**src/frt_pkg.sv**
```systemverilog
// Shared constants for the free-running timer and its tick source
package frt_pkg;

   // ==========================================================
   // Register map (byte addresses on the AHB-Lite port)
   localparam int ADDR_W = 8;
   localparam logic [7:0] ADDR_CTRL = 8'h00;
   localparam logic [7:0] ADDR_STATUS = 8'h04;
   localparam logic [7:0] ADDR_CLEAR = 8'h08;
   localparam logic [7:0] ADDR_ENABLE = 8'h0c;
   localparam logic [7:0] ADDR_COUNT = 8'h10;
   localparam logic [7:0] ADDR_CMP_A = 8'h14;
   localparam logic [7:0] ADDR_CMP_B = 8'h18;
   localparam logic [7:0] ADDR_CAPTURE = 8'h1c;

   // ==========================================================
   // Control register fields
   localparam int CTRL_W = 6;
   localparam int CTRL_CLR_A = 0;    // clear_on_match_a
   localparam int CTRL_LVL_A = 1;    // out_level_a
   localparam int CTRL_LVL_B = 2;    // out_level_b
   localparam int CTRL_EDGE = 3;     // capture_edge_select, 1 = rising
   localparam int CTRL_CKS_LO = 4;   // clock_select_lo
   localparam int CTRL_CKS_HI = 5;   // clock_select_hi
   localparam logic [5:0] CTRL_RST = 6'h00;

   // ==========================================================
   // Flag, enable and clear fields (same layout in all three)
   localparam int FLG_W = 4;
   localparam int FLG_CAPTURE = 0;
   localparam int FLG_MATCH_A = 1;
   localparam int FLG_MATCH_B = 2;
   localparam int FLG_WRAP = 3;
   localparam logic [3:0] ENABLE_RST = 4'h0;

   // ==========================================================
   // Clock select codes and prescaler taps
   localparam logic [1:0] CKS_DIV2 = 2'h0;
   localparam logic [1:0] CKS_DIV8 = 2'h1;
   localparam logic [1:0] CKS_DIV32 = 2'h2;
   localparam logic [1:0] CKS_EXT = 2'h3;
   localparam int PRE_W = 5;
   localparam int TAP_DIV2 = 0;
   localparam int TAP_DIV8 = 2;
   localparam int TAP_DIV32 = 4;

   // ==========================================================
   // Highest pending request code and bus constants
   localparam logic [1:0] VEC_CAPTURE = 2'h0;
   localparam logic [1:0] VEC_MATCH_A = 2'h1;
   localparam logic [1:0] VEC_MATCH_B = 2'h2;
   localparam logic [1:0] VEC_WRAP = 2'h3;
   localparam logic [2:0] SIZE_WORD = 3'h2;
   localparam logic HRESP_OKAY = 1'b0;
   localparam logic [31:0] RDATA_RST = 32'h0000_0000;

endpackage

```
**src/frt_timer.sv**
```systemverilog
// Free-running timer: counter, compares, capture, flags, requests
//
// How it works
// RL1: Four sources; each request is flag and its enable together.
// RL2: Every source has its own request line to the controller.
// RL3: Priority capture, then match A, then match B, then wrap.
// RL4: Counter clear in the write's commit cycle beats the written value.
// RL5: Counter write in the same cycle as an increment wins; tick lost.
// RL6: Compare write in the match cycle completes and suppresses the match.
// RL7: Internal sources increment on the falling edge of the divided clock.
// RL8: Select rewrite from high source to low source counts once.
// RL9: Switching internal to external source may count once as well.
// RL10: Software toggles out level in match handlers for square waves.
// RL11: Request stays high until flag or enable cleared, drops next cycle.
// RL12: Wrap flag set on all-ones to zero; software cannot set it.
// RL13: Flag clears only by reading it as one then writing zero.
// RL14: On match A or B the output pin takes that channel's level bit.
// RL15: With clear-on-match A set, match A returns the counter to zero.
//
// Added by the designer: the placing of the registers and the AHB-Lite interface to the registers.
`timescale 1ns/1ps

module frt_timer
   import frt_pkg::*;
#(
   parameter int CNT_W = 16
)
(
   input wire logic core_clk,
   input wire logic rst_b,
   input wire logic hsel,
   input wire logic [31:0] haddr,
   input wire logic [1:0] htrans,
   input wire logic hwrite,
   input wire logic [2:0] hsize,
   input wire logic [31:0] hwdata,
   input wire logic hready,
   output logic [31:0] hrdata,
   output logic hreadyout,
   output logic hresp,
   input wire logic capture_pin,
   input wire logic ext_clk_pin,
   output logic out_a,
   output logic out_b,
   output logic capture_irq,
   output logic match_a_irq,
   output logic match_b_irq,
   output logic wrap_irq,
   output logic irq,
   output logic [1:0] irq_vector
);

   // ==========================================================
   // Declarations
   logic addr_ok;
   logic wr_q;
   logic rd_q;
   logic done_q;
   logic rd_latch;
   logic [ADDR_W-1:0] addr_q;
   logic [31:0] hrdata_q;
   logic [31:0] rd_mux;
   logic wr_ctrl;
   logic wr_clear;
   logic wr_enable;
   logic cnt_wr;
   logic cmp_wr_a;
   logic cmp_wr_b;
   logic [CTRL_W-1:0] ctrl_q;
   logic [FLG_W-1:0] enable_q;
   logic [FLG_W-1:0] flag_q;
   logic [FLG_W-1:0] flag_d;
   logic [FLG_W-1:0] armed_q;
   logic [FLG_W-1:0] armed_d;
   logic [FLG_W-1:0] event_vec;
   logic [FLG_W-1:0] clr_vec;
   logic [FLG_W-1:0] irq_line;
   logic [CNT_W-1:0] counter_q;
   logic [CNT_W-1:0] cmp_a_q;
   logic [CNT_W-1:0] cmp_b_q;
   logic [CNT_W-1:0] capture_q;
   logic tick;
   logic match_a;
   logic match_b;
   logic clear_a;
   logic wrap_ev;
   logic cap_meta_q;
   logic cap_sync_q;
   logic cap_prev_q;
   logic cap_ev;
   logic out_a_q;
   logic out_b_q;

   // ==========================================================
   // Increment source
   tick_source #(
      .PW(PRE_W)
   ) u_tick (
      .core_clk(core_clk),
      .rst_b(rst_b),
      .clk_sel(ctrl_q[CTRL_CKS_HI:CTRL_CKS_LO]),
      .ext_clk_pin(ext_clk_pin),
      .tick(tick)
   );

   // ==========================================================
   // AHB-Lite slave: writes take no wait, reads take one wait state
   // The wait lets a write just ahead of a read land before sampling
   assign addr_ok = hsel & htrans[1] & hready & (hsize == SIZE_WORD);
   assign rd_latch = rd_q & ~done_q;
   assign hreadyout = ~rd_latch;
   assign hresp = HRESP_OKAY;
   assign hrdata = hrdata_q;

   // Address phase capture
   always_ff @(posedge core_clk)
   begin
      if (!rst_b)
      begin
         wr_q <= 1'b0;
         rd_q <= 1'b0;
         addr_q <= '0;
      end
      else if (hready)
      begin
         wr_q <= addr_ok & hwrite;
         rd_q <= addr_ok & ~hwrite;
         addr_q <= haddr[ADDR_W-1:0];
      end
   end

   // Read data is sampled in the wait cycle
   always_ff @(posedge core_clk)
   begin
      if (!rst_b)
      begin
         done_q <= 1'b0;
         hrdata_q <= RDATA_RST;
      end
      else
      begin
         done_q <= rd_latch;
         if (rd_latch)
            hrdata_q <= rd_mux;
      end
   end

   // Read map; write-only and unmapped words read as zero
   always_comb
   begin
      rd_mux = '0;
      case (addr_q)
         ADDR_CTRL: rd_mux = 32'(ctrl_q);
         ADDR_STATUS: rd_mux = 32'(flag_q);
         ADDR_ENABLE: rd_mux = 32'(enable_q);
         ADDR_COUNT: rd_mux = 32'(counter_q);
         ADDR_CMP_A: rd_mux = 32'(cmp_a_q);
         ADDR_CMP_B: rd_mux = 32'(cmp_b_q);
         ADDR_CAPTURE: rd_mux = 32'(capture_q);
         default: rd_mux = '0;
      endcase
   end

   // Write strobes in the data phase
   assign wr_ctrl = wr_q & (addr_q == ADDR_CTRL);
   assign wr_clear = wr_q & (addr_q == ADDR_CLEAR);
   assign wr_enable = wr_q & (addr_q == ADDR_ENABLE);
   assign cnt_wr = wr_q & (addr_q == ADDR_COUNT);
   assign cmp_wr_a = wr_q & (addr_q == ADDR_CMP_A);
   assign cmp_wr_b = wr_q & (addr_q == ADDR_CMP_B);

   // ==========================================================
   // Software control registers
   always_ff @(posedge core_clk)
   begin
      if (!rst_b)
      begin
         ctrl_q <= CTRL_RST;
         enable_q <= ENABLE_RST;
         cmp_a_q <= '1;
         cmp_b_q <= '1;
      end
      else
      begin
         if (wr_ctrl)
            ctrl_q <= hwdata[CTRL_W-1:0];
         if (wr_enable)
            enable_q <= hwdata[FLG_W-1:0];
         if (cmp_wr_a)
            cmp_a_q <= hwdata[CNT_W-1:0];
         if (cmp_wr_b)
            cmp_b_q <= hwdata[CNT_W-1:0];
      end
   end

   // ==========================================================
   // Compare and counter
   // A match fires on the tick that would move the count past the value,
   // so clear-on-match gives a period of compare value plus one
   assign match_a = tick & (counter_q == cmp_a_q) & ~cmp_wr_a; // RL6
   assign match_b = tick & (counter_q == cmp_b_q) & ~cmp_wr_b; // RL6
   assign clear_a = match_a & ctrl_q[CTRL_CLR_A]; // RL15
   assign wrap_ev = tick & (counter_q == '1) & ~clear_a & ~cnt_wr; // RL12

   // Clear beats a write, a write beats an increment
   always_ff @(posedge core_clk)
   begin
      if (!rst_b)
         counter_q <= '0;
      else if (clear_a)
         counter_q <= '0; // RL4 RL15
      else if (cnt_wr)
         counter_q <= hwdata[CNT_W-1:0]; // RL5
      else if (tick)
         counter_q <= counter_q + CNT_W'(1);
   end

   // Output pins follow the level bits on a match
   always_ff @(posedge core_clk)
   begin
      if (!rst_b)
      begin
         out_a_q <= 1'b0;
         out_b_q <= 1'b0;
      end
      else
      begin
         if (match_a)
            out_a_q <= ctrl_q[CTRL_LVL_A]; // RL14
         if (match_b)
            out_b_q <= ctrl_q[CTRL_LVL_B]; // RL14
      end
   end
   assign out_a = out_a_q;
   assign out_b = out_b_q;

   // ==========================================================
   // Input capture: the pin is synchronised before the edge detector
   always_ff @(posedge core_clk)
   begin
      if (!rst_b)
      begin
         cap_meta_q <= 1'b0;
         cap_sync_q <= 1'b0;
         cap_prev_q <= 1'b0;
         capture_q <= '0;
      end
      else
      begin
         cap_meta_q <= capture_pin;
         cap_sync_q <= cap_meta_q;
         cap_prev_q <= cap_sync_q;
         if (cap_ev)
            capture_q <= counter_q;
      end
   end
   assign cap_ev = ctrl_q[CTRL_EDGE] ? (cap_sync_q & ~cap_prev_q)
                                     : (~cap_sync_q & cap_prev_q);

   // ==========================================================
   // Flags: hardware sets, read-one then write-zero clears
   assign event_vec = {wrap_ev, match_b, match_a, cap_ev}; // RL1

   for (genvar i = 0; i < FLG_W; i++)
   begin : g_flag
      // Writing one is ignored; an unread flag cannot be cleared
      assign clr_vec[i] = wr_clear & ~hwdata[i] & armed_q[i]; // RL13
      // A new event in the clearing cycle keeps the flag set
      assign flag_d[i] = event_vec[i] | (flag_q[i] & ~clr_vec[i]);
      assign armed_d[i] = (rd_latch && addr_q == ADDR_STATUS) ?
                          flag_q[i] : (armed_q[i] & ~clr_vec[i]);
   end

   always_ff @(posedge core_clk)
   begin
      if (!rst_b)
      begin
         flag_q <= '0;
         armed_q <= '0;
      end
      else
      begin
         flag_q <= flag_d; // RL12 RL13
         armed_q <= armed_d;
      end
   end

   // ==========================================================
   // Requests: one level per source, plus summary and top source
   assign irq_line = flag_q & enable_q; // RL1 RL11
   assign capture_irq = irq_line[FLG_CAPTURE]; // RL2
   assign match_a_irq = irq_line[FLG_MATCH_A]; // RL2
   assign match_b_irq = irq_line[FLG_MATCH_B]; // RL2
   assign wrap_irq = irq_line[FLG_WRAP]; // RL2
   assign irq = |irq_line;

   // Code of the highest pending source; meaningful while irq is high
   always_comb
   begin
      if (irq_line[FLG_CAPTURE])
         irq_vector = VEC_CAPTURE; // RL3
      else if (irq_line[FLG_MATCH_A])
         irq_vector = VEC_MATCH_A;
      else if (irq_line[FLG_MATCH_B])
         irq_vector = VEC_MATCH_B;
      else
         irq_vector = VEC_WRAP;
   end
endmodule // frt_timer

```
**src/tick_source.sv**
```systemverilog
// Clock source selection and increment pulse generation
`timescale 1ns/1ps

module tick_source
   import frt_pkg::*;
#(
   parameter int PW = PRE_W
)
(
   input wire logic core_clk,
   input wire logic rst_b,
   input wire logic [1:0] clk_sel,
   input wire logic ext_clk_pin,
   output logic tick
);

   logic [PW-1:0] pre_q;
   logic ext_meta_q;
   logic ext_sync_q;
   logic level_q;
   logic src_level;

   // ==========================================================
   // Prescaler and external clock synchroniser
   always_ff @(posedge core_clk)
   begin
      if (!rst_b)
      begin
         pre_q <= '0;
         ext_meta_q <= 1'b0;
         ext_sync_q <= 1'b0;
      end
      else
      begin
         pre_q <= pre_q + PW'(1);
         ext_meta_q <= ext_clk_pin;
         ext_sync_q <= ext_meta_q;
      end
   end

   // External source is inverted so its rising edge looks like a fall
   always_comb
   begin
      unique case (clk_sel)
         CKS_DIV2: src_level = pre_q[TAP_DIV2];
         CKS_DIV8: src_level = pre_q[TAP_DIV8];
         CKS_DIV32: src_level = pre_q[TAP_DIV32];
         CKS_EXT: src_level = ~ext_sync_q;
      endcase
   end

   // Level of whichever source was selected last cycle
   always_ff @(posedge core_clk)
   begin
      if (!rst_b)
         level_q <= 1'b0;
      else
         level_q <= src_level;
   end

   // A select rewrite from high to low is a fall as well, so it counts
   assign tick = level_q & ~src_level; // RL7 RL8 RL9
endmodule // tick_source
```
**config.mk**
```make
export PLATFORM = sky130hd
export DESIGN_NAME = frt_timer
export DESIGN_NICKNAME = d
export VERILOG_FILES = /design/src/frt_pkg.sv /design/src/frt_timer.sv /design/src/tick_source.sv
export SDC_FILE = /design/constraint.sdc
export NUM_CORES = 1
export LEC_CHECK = 0
export BUFFER_PORTS_ARGS = -buffer_cell sky130_fd_sc_hd__buf_4
export CAP_MARGIN = 20
export CORE_MARGIN = 3
export CORE_UTILIZATION = 34
export CTS_CLUSTER_SIZE = 12
export DETAILED_ROUTE_END_ITERATION = 7
export GPL_TIMING_DRIVEN = 0
export PLACE_DENSITY = 0.59
export REMOVE_ABC_BUFFERS = 1
export SLEW_MARGIN = 20
export SYNTH_ARGS = -nofsm -noshare
export SYNTH_HDL_FRONTEND = slang
export SYNTH_SLANG_ARGS = --single-unit
```
**constraint.sdc**
```tcl
create_clock -name core_clk -period 3.35 [get_ports core_clk]
set_clock_uncertainty 0.15 [all_clocks]
set_input_delay 0.8375 -clock core_clk [delete_from_list [all_inputs] [get_ports core_clk]]
set_output_delay 0.8375 -clock core_clk [all_outputs]
set_load 0.05 [all_outputs]
```
==> impl_metrics.xml <==
<?xml version="1.0" encoding="UTF-8"?>
<metrics>
  <group name="logic_synthesis">
    <metric name="synth_top_cells_by_area" unit="">sky130_fd_sc_hd__dfxtp_1 42%, sky130_fd_sc_hd__mux2i_1 7.2%, sky130_fd_sc_hd__nand2_1 6.1%, sky130_fd_sc_hd__xor2_1 5.0%, sky130_fd_sc_hd__nor2_1 4.8%</metric>
    <metric name="synthesis.yosys.warnings" unit="">0</metric>
    <metric name="post-synth-top-area-cell" unit="">sky130_fd_sc_hd__dfxtp_1</metric>
    <metric name="synth_flop_cell" unit="">sky130_fd_sc_hd__dfxtp_1</metric>
    <metric name="synth_edf_count" unit="">0</metric>
    <metric name="synth_top_area_share" unit="%">42.03</metric>
    <metric name="synth_cells" unit="">681</metric>
    <metric name="postSynthRegisterBits" unit="">122</metric>
    <metric name="ys_async_sr_fraction" unit="%">0</metric>
    <metric name="yosysSeqAreaShare" unit="%">42.03</metric>
    <metric name="postSynthAreaPerCell" unit="µm²">8.532</metric>
    <metric name="synth_cell_types" unit="">54</metric>
    <metric name="mappedNetlistArea" unit="µm²">5811</metric>
  </group>
  <group name="final_layout">
    <metric name="final_cell_count_no_fill" unit="">945</metric>
    <metric name="final_net_count" unit="">790</metric>
    <metric name="final_layout_size_suffix_gt1_share" unit="%">16.14</metric>
    <metric name="syn2layout_area_growth" unit="%">21.38</metric>
    <metric name="layout.filler_cells" unit="">1685</metric>
    <metric name="antennaDiodeCount" unit="">0</metric>
    <metric name="final_util" unit="%">42.38</metric>
  </group>
  <group name="drt">
    <metric name="remaining_drc_errors" unit="">0</metric>
    <metric name="drt.antenna.violating_nets" unit="">0</metric>
    <metric name="drt-total-wl" unit="µm">15870</metric>
    <metric name="detail_route.vias_per_cell" unit="">5.123</metric>
    <metric name="drt-pass1-iter-count" unit="">5</metric>
    <metric name="dr_total_vias" unit="">4841</metric>
    <metric name="post_drt_wl_per_cell" unit="µm">16.79</metric>
    <metric name="drt_first_iter_violations" unit="">343</metric>
  </group>
  <group name="setup_path">
    <metric name="crit_type" unit="">primary input to register</metric>
    <metric name="crit_required" unit="ns">3.54</metric>
    <metric name="worstPathArrival" unit="ns">3.25</metric>
    <metric name="setup.worst_path.end_class" unit="">register</metric>
    <metric name="timing.critical_path.from_type" unit="">primary input</metric>
    <metric name="worst-path-max-fanout" unit="">45</metric>
  </group>
  <group name="timing">
    <metric name="worst_rel_slew_slack" unit="%">25.71</metric>
    <metric name="slew_viol_final" unit="">0</metric>
    <metric name="layout_min_cycle_time" unit="ns">3.067</metric>
    <metric name="rsz0062_at_grt" unit="">no</metric>
    <metric name="fmaxAchievable" unit="GHz">0.3261</metric>
    <metric name="tightestPinTransition" unit="ns">1.110</metric>
    <metric name="hold_viol_final" unit="">0</metric>
    <metric name="setup-violations-final" unit="">0</metric>
    <metric name="share_of_the_clock_period_used_by_the_worst_path_after_layout" unit="%">91.54</metric>
  </group>
  <group name="placement">
    <metric name="gp_weighted_congestion" unit="">0.8227</metric>
    <metric name="placement.io_buffers" unit="">60</metric>
    <metric name="dp_cells" unit="">913</metric>
    <metric name="post-dp-hpwl" unit="µm">10970</metric>
  </group>
  <group name="cts">
    <metric name="insertion_delay" unit="ns">0.42</metric>
    <metric name="cts_root_buf" unit="">sky130_fd_sc_hd__clkbuf_16</metric>
    <metric name="cts_max_level" unit="">4</metric>
    <metric name="cts.sink_count" unit="">122</metric>
    <metric name="cts.hold.buffers_added" unit="">0</metric>
    <metric name="tritoncts_clock_tree" unit="">done</metric>
    <metric name="clockBufferDepth" unit="">2</metric>
    <metric name="tritoncts.num_buffers" unit="">17</metric>
    <metric name="clk_pin_slew_worst_paths" unit="ns">0.05</metric>
  </group>
  <group name="worst_hold_path">
    <metric name="hold_path_class" unit="">register to register</metric>
  </group>
  <group name="floorplanning">
    <metric name="start_util" unit="%">34.91</metric>
    <metric name="placement_rows" unit="">47</metric>
    <metric name="floorplan.die.height" unit="µm">136.7</metric>
    <metric name="die_span_x" unit="µm">136.7</metric>
    <metric name="core_area" unit="µm²">16640</metric>
    <metric name="area_enclosed_by_the_die_boundary" unit="µm²">18700</metric>
    <metric name="design.portCount" unit="">119</metric>
  </group>
  <group name="grt">
    <metric name="grt.overflow.total" unit="">0</metric>
    <metric name="grt_pass1_wl" unit="µm">24860</metric>
    <metric name="pin_count_of_the_biggest_net_entering_global_routing" unit="">46</metric>
    <metric name="antenna_violations_before_repair" unit="">0</metric>
    <metric name="global_route_usage_over_all_layers" unit="%">17.44</metric>
    <metric name="number_of_global_route_vias_before_repair" unit="">4537</metric>
  </group>
  <group name="power_and_ir_drop">
    <metric name="peakVddDrop" unit="mV">0.3299</metric>
    <metric name="leakage" unit="nW">2.865</metric>
    <metric name="power-per-cell-area" unit="nW/µm²">535.2</metric>
  </group>
  <group name="job">
    <metric name="max_cap_viol_count" unit="">0</metric>
  </group>
  <group name="outcome">
    <metric name="run_status" unit="">completed</metric>
  </group>
</metrics>
-- per-stage QoR --
stage | worst slack (ns) | setup TNS, ns | area, µm² | hold WS [ns] | power [mW]
2_1_floorplan | 0.07154 | 0 | 5514 | 0.2618 | 1.625
3_3_place_gp | -3.403 | -66.28 | 6240 | 0.2670 | 1.710
3_5_place_dp | -0.1436 | -0.6683 | 6366 | 0.2695 | 1.721
4_1_cts | 0.09080 | 0 | 7046 | 0.2834 | 3.802
5_1_grt | 0.04499 | 0 | 7053 | 0.2948 | 3.885
6_report | 0.2835 | 0 | 7053 | 0.2802 | 3.775
-- path summary, 6_finish.rpt --
path / startpoint / endpoint / slack, ns / cells past startpoint
worst max-delay path: rst_b / hrdata[5] / 0.28 / 8
worst min register to register: cap_meta_q / cap_sync_q / 0.28 / 1
worst min-delay path: cap_meta_q / cap_sync_q / 0.28 / 1
worst max register to register: addr_q[4] / hrdata[15] / 0.30 / 5
-- cell families after synthesis --
group,after synthesis,synth area share (%)
mux,45,8.010
simple gates,289,23.79
fa+ha+maj,2,0.4306
compound gates,91,11.28
flops,122,42.03
xor+xnor,50,7.537
other cells,1,0.06454
buf+inv,81,6.848
-- sequential cells by signal, summed over array words and instances (netlist names), 5 cells and up --
name,count
u_tick.pre_q,5
hrdata,16
capture_q,16
ctrl_q,6
cmp_a_q,16
counter_q,16
cmp_b_q,16
addr_q,8
-- placed cells by master, fill, tap and decap left out, drive strengths merged, types with 6 or more instances in the layout --
master / instances
nand3: 52
nor3: 6
xor2: 33
dfxtp: 122
nand4: 13
a211oi: 16
conb: 17
clkbuf: 22
nand2: 94
a21oi: 12
inv: 12
o21ai: 10
buf: 66
xnor2: 17
nor2: 75
and2: 12
mux2i: 42
a22oi: 20
a22o: 15
nor4: 9
-- routing by layer --
metal / vias to the layer above / global-route usage (%) / part of all wire (%)
met2: 127 / 27.19 / 47
met5: - / 0 / 0
li1: 2395 / - / -
met3: 14 / 5.110 / 6.2
met1: 2305 / 23.43 / 46
met4: 0 / 5.151 / 0.99
-- cell type report --
cell class / count / area [µm²] / area share [%]
well taps: 220 / 275.3 / 3.903
inverters: 11 / 41.29 / 0.5854
flip-flops and latches: 122 / 2442 / 34.63
clock buffers: 22 / 494.2 / 7.007
repair buffers: 66 / 521.8 / 7.398
clock inverters: 10 / 185.2 / 2.626
multi-input cells: 494 / 3093 / 43.85
-- Yosys cell counts (3+ instances only) --
cell / number
sky130_fd_sc_hd__dfxtp_1: 122
sky130_fd_sc_hd__nand2_1: 94
sky130_fd_sc_hd__nor2_1: 75
sky130_fd_sc_hd__nand3_1: 52
sky130_fd_sc_hd__mux2i_1: 42
sky130_fd_sc_hd__xor2_1: 33
sky130_fd_sc_hd__clkbuf_1: 31
sky130_fd_sc_hd__a22oi_1: 20
sky130_fd_sc_hd__buf_2: 18
sky130_fd_sc_hd__buf_4: 17
sky130_fd_sc_hd__xnor2_1: 17
sky130_fd_sc_hd__a211oi_1: 16
sky130_fd_sc_hd__a22o_1: 15
sky130_fd_sc_hd__nand4_1: 13
sky130_fd_sc_hd__a21oi_1: 12
sky130_fd_sc_hd__and2_1: 12
sky130_fd_sc_hd__inv_1: 11
sky130_fd_sc_hd__nor4_1: 9
sky130_fd_sc_hd__o21ai_0: 9
sky130_fd_sc_hd__nand2b_1: 4
sky130_fd_sc_hd__o22ai_1: 4
sky130_fd_sc_hd__buf_1: 3
sky130_fd_sc_hd__nand3b_1: 3
sky130_fd_sc_hd__nor3_1: 3
sky130_fd_sc_hd__or3_1: 3
sky130_fd_sc_hd__or4_1: 3
-- power breakdown --
| part | switching (mW) | internal [mW] | leakage (nW) |
|---|---|---|---|
| clock | 0.664 | 1.42 | 0.333 |
| combinational | 0.136 | 0.0680 | 1.54 |
| sequential | 0.0218 | 1.47 | 0.987 |
-- critical path, cell delays in order --
cell and delay, ns:
sky130_fd_sc_hd__buf_4 0.44, sky130_fd_sc_hd__inv_2 0.30, sky130_fd_sc_hd__buf_12 0.26, sky130_fd_sc_hd__nor2_1 0.14, sky130_fd_sc_hd__nor4b_2 0.52, sky130_fd_sc_hd__buf_2 0.31, sky130_fd_sc_hd__inv_1 0.19, sky130_fd_sc_hd__o21ai_0 0.22
-- repair_timing --
action                     in CTS  in global routing
setup endpoints to repair       0                 17
resized for setup               0                  1
setup buffers                   0                  0
No activity file was read; power rests on OpenSTA's default activity.
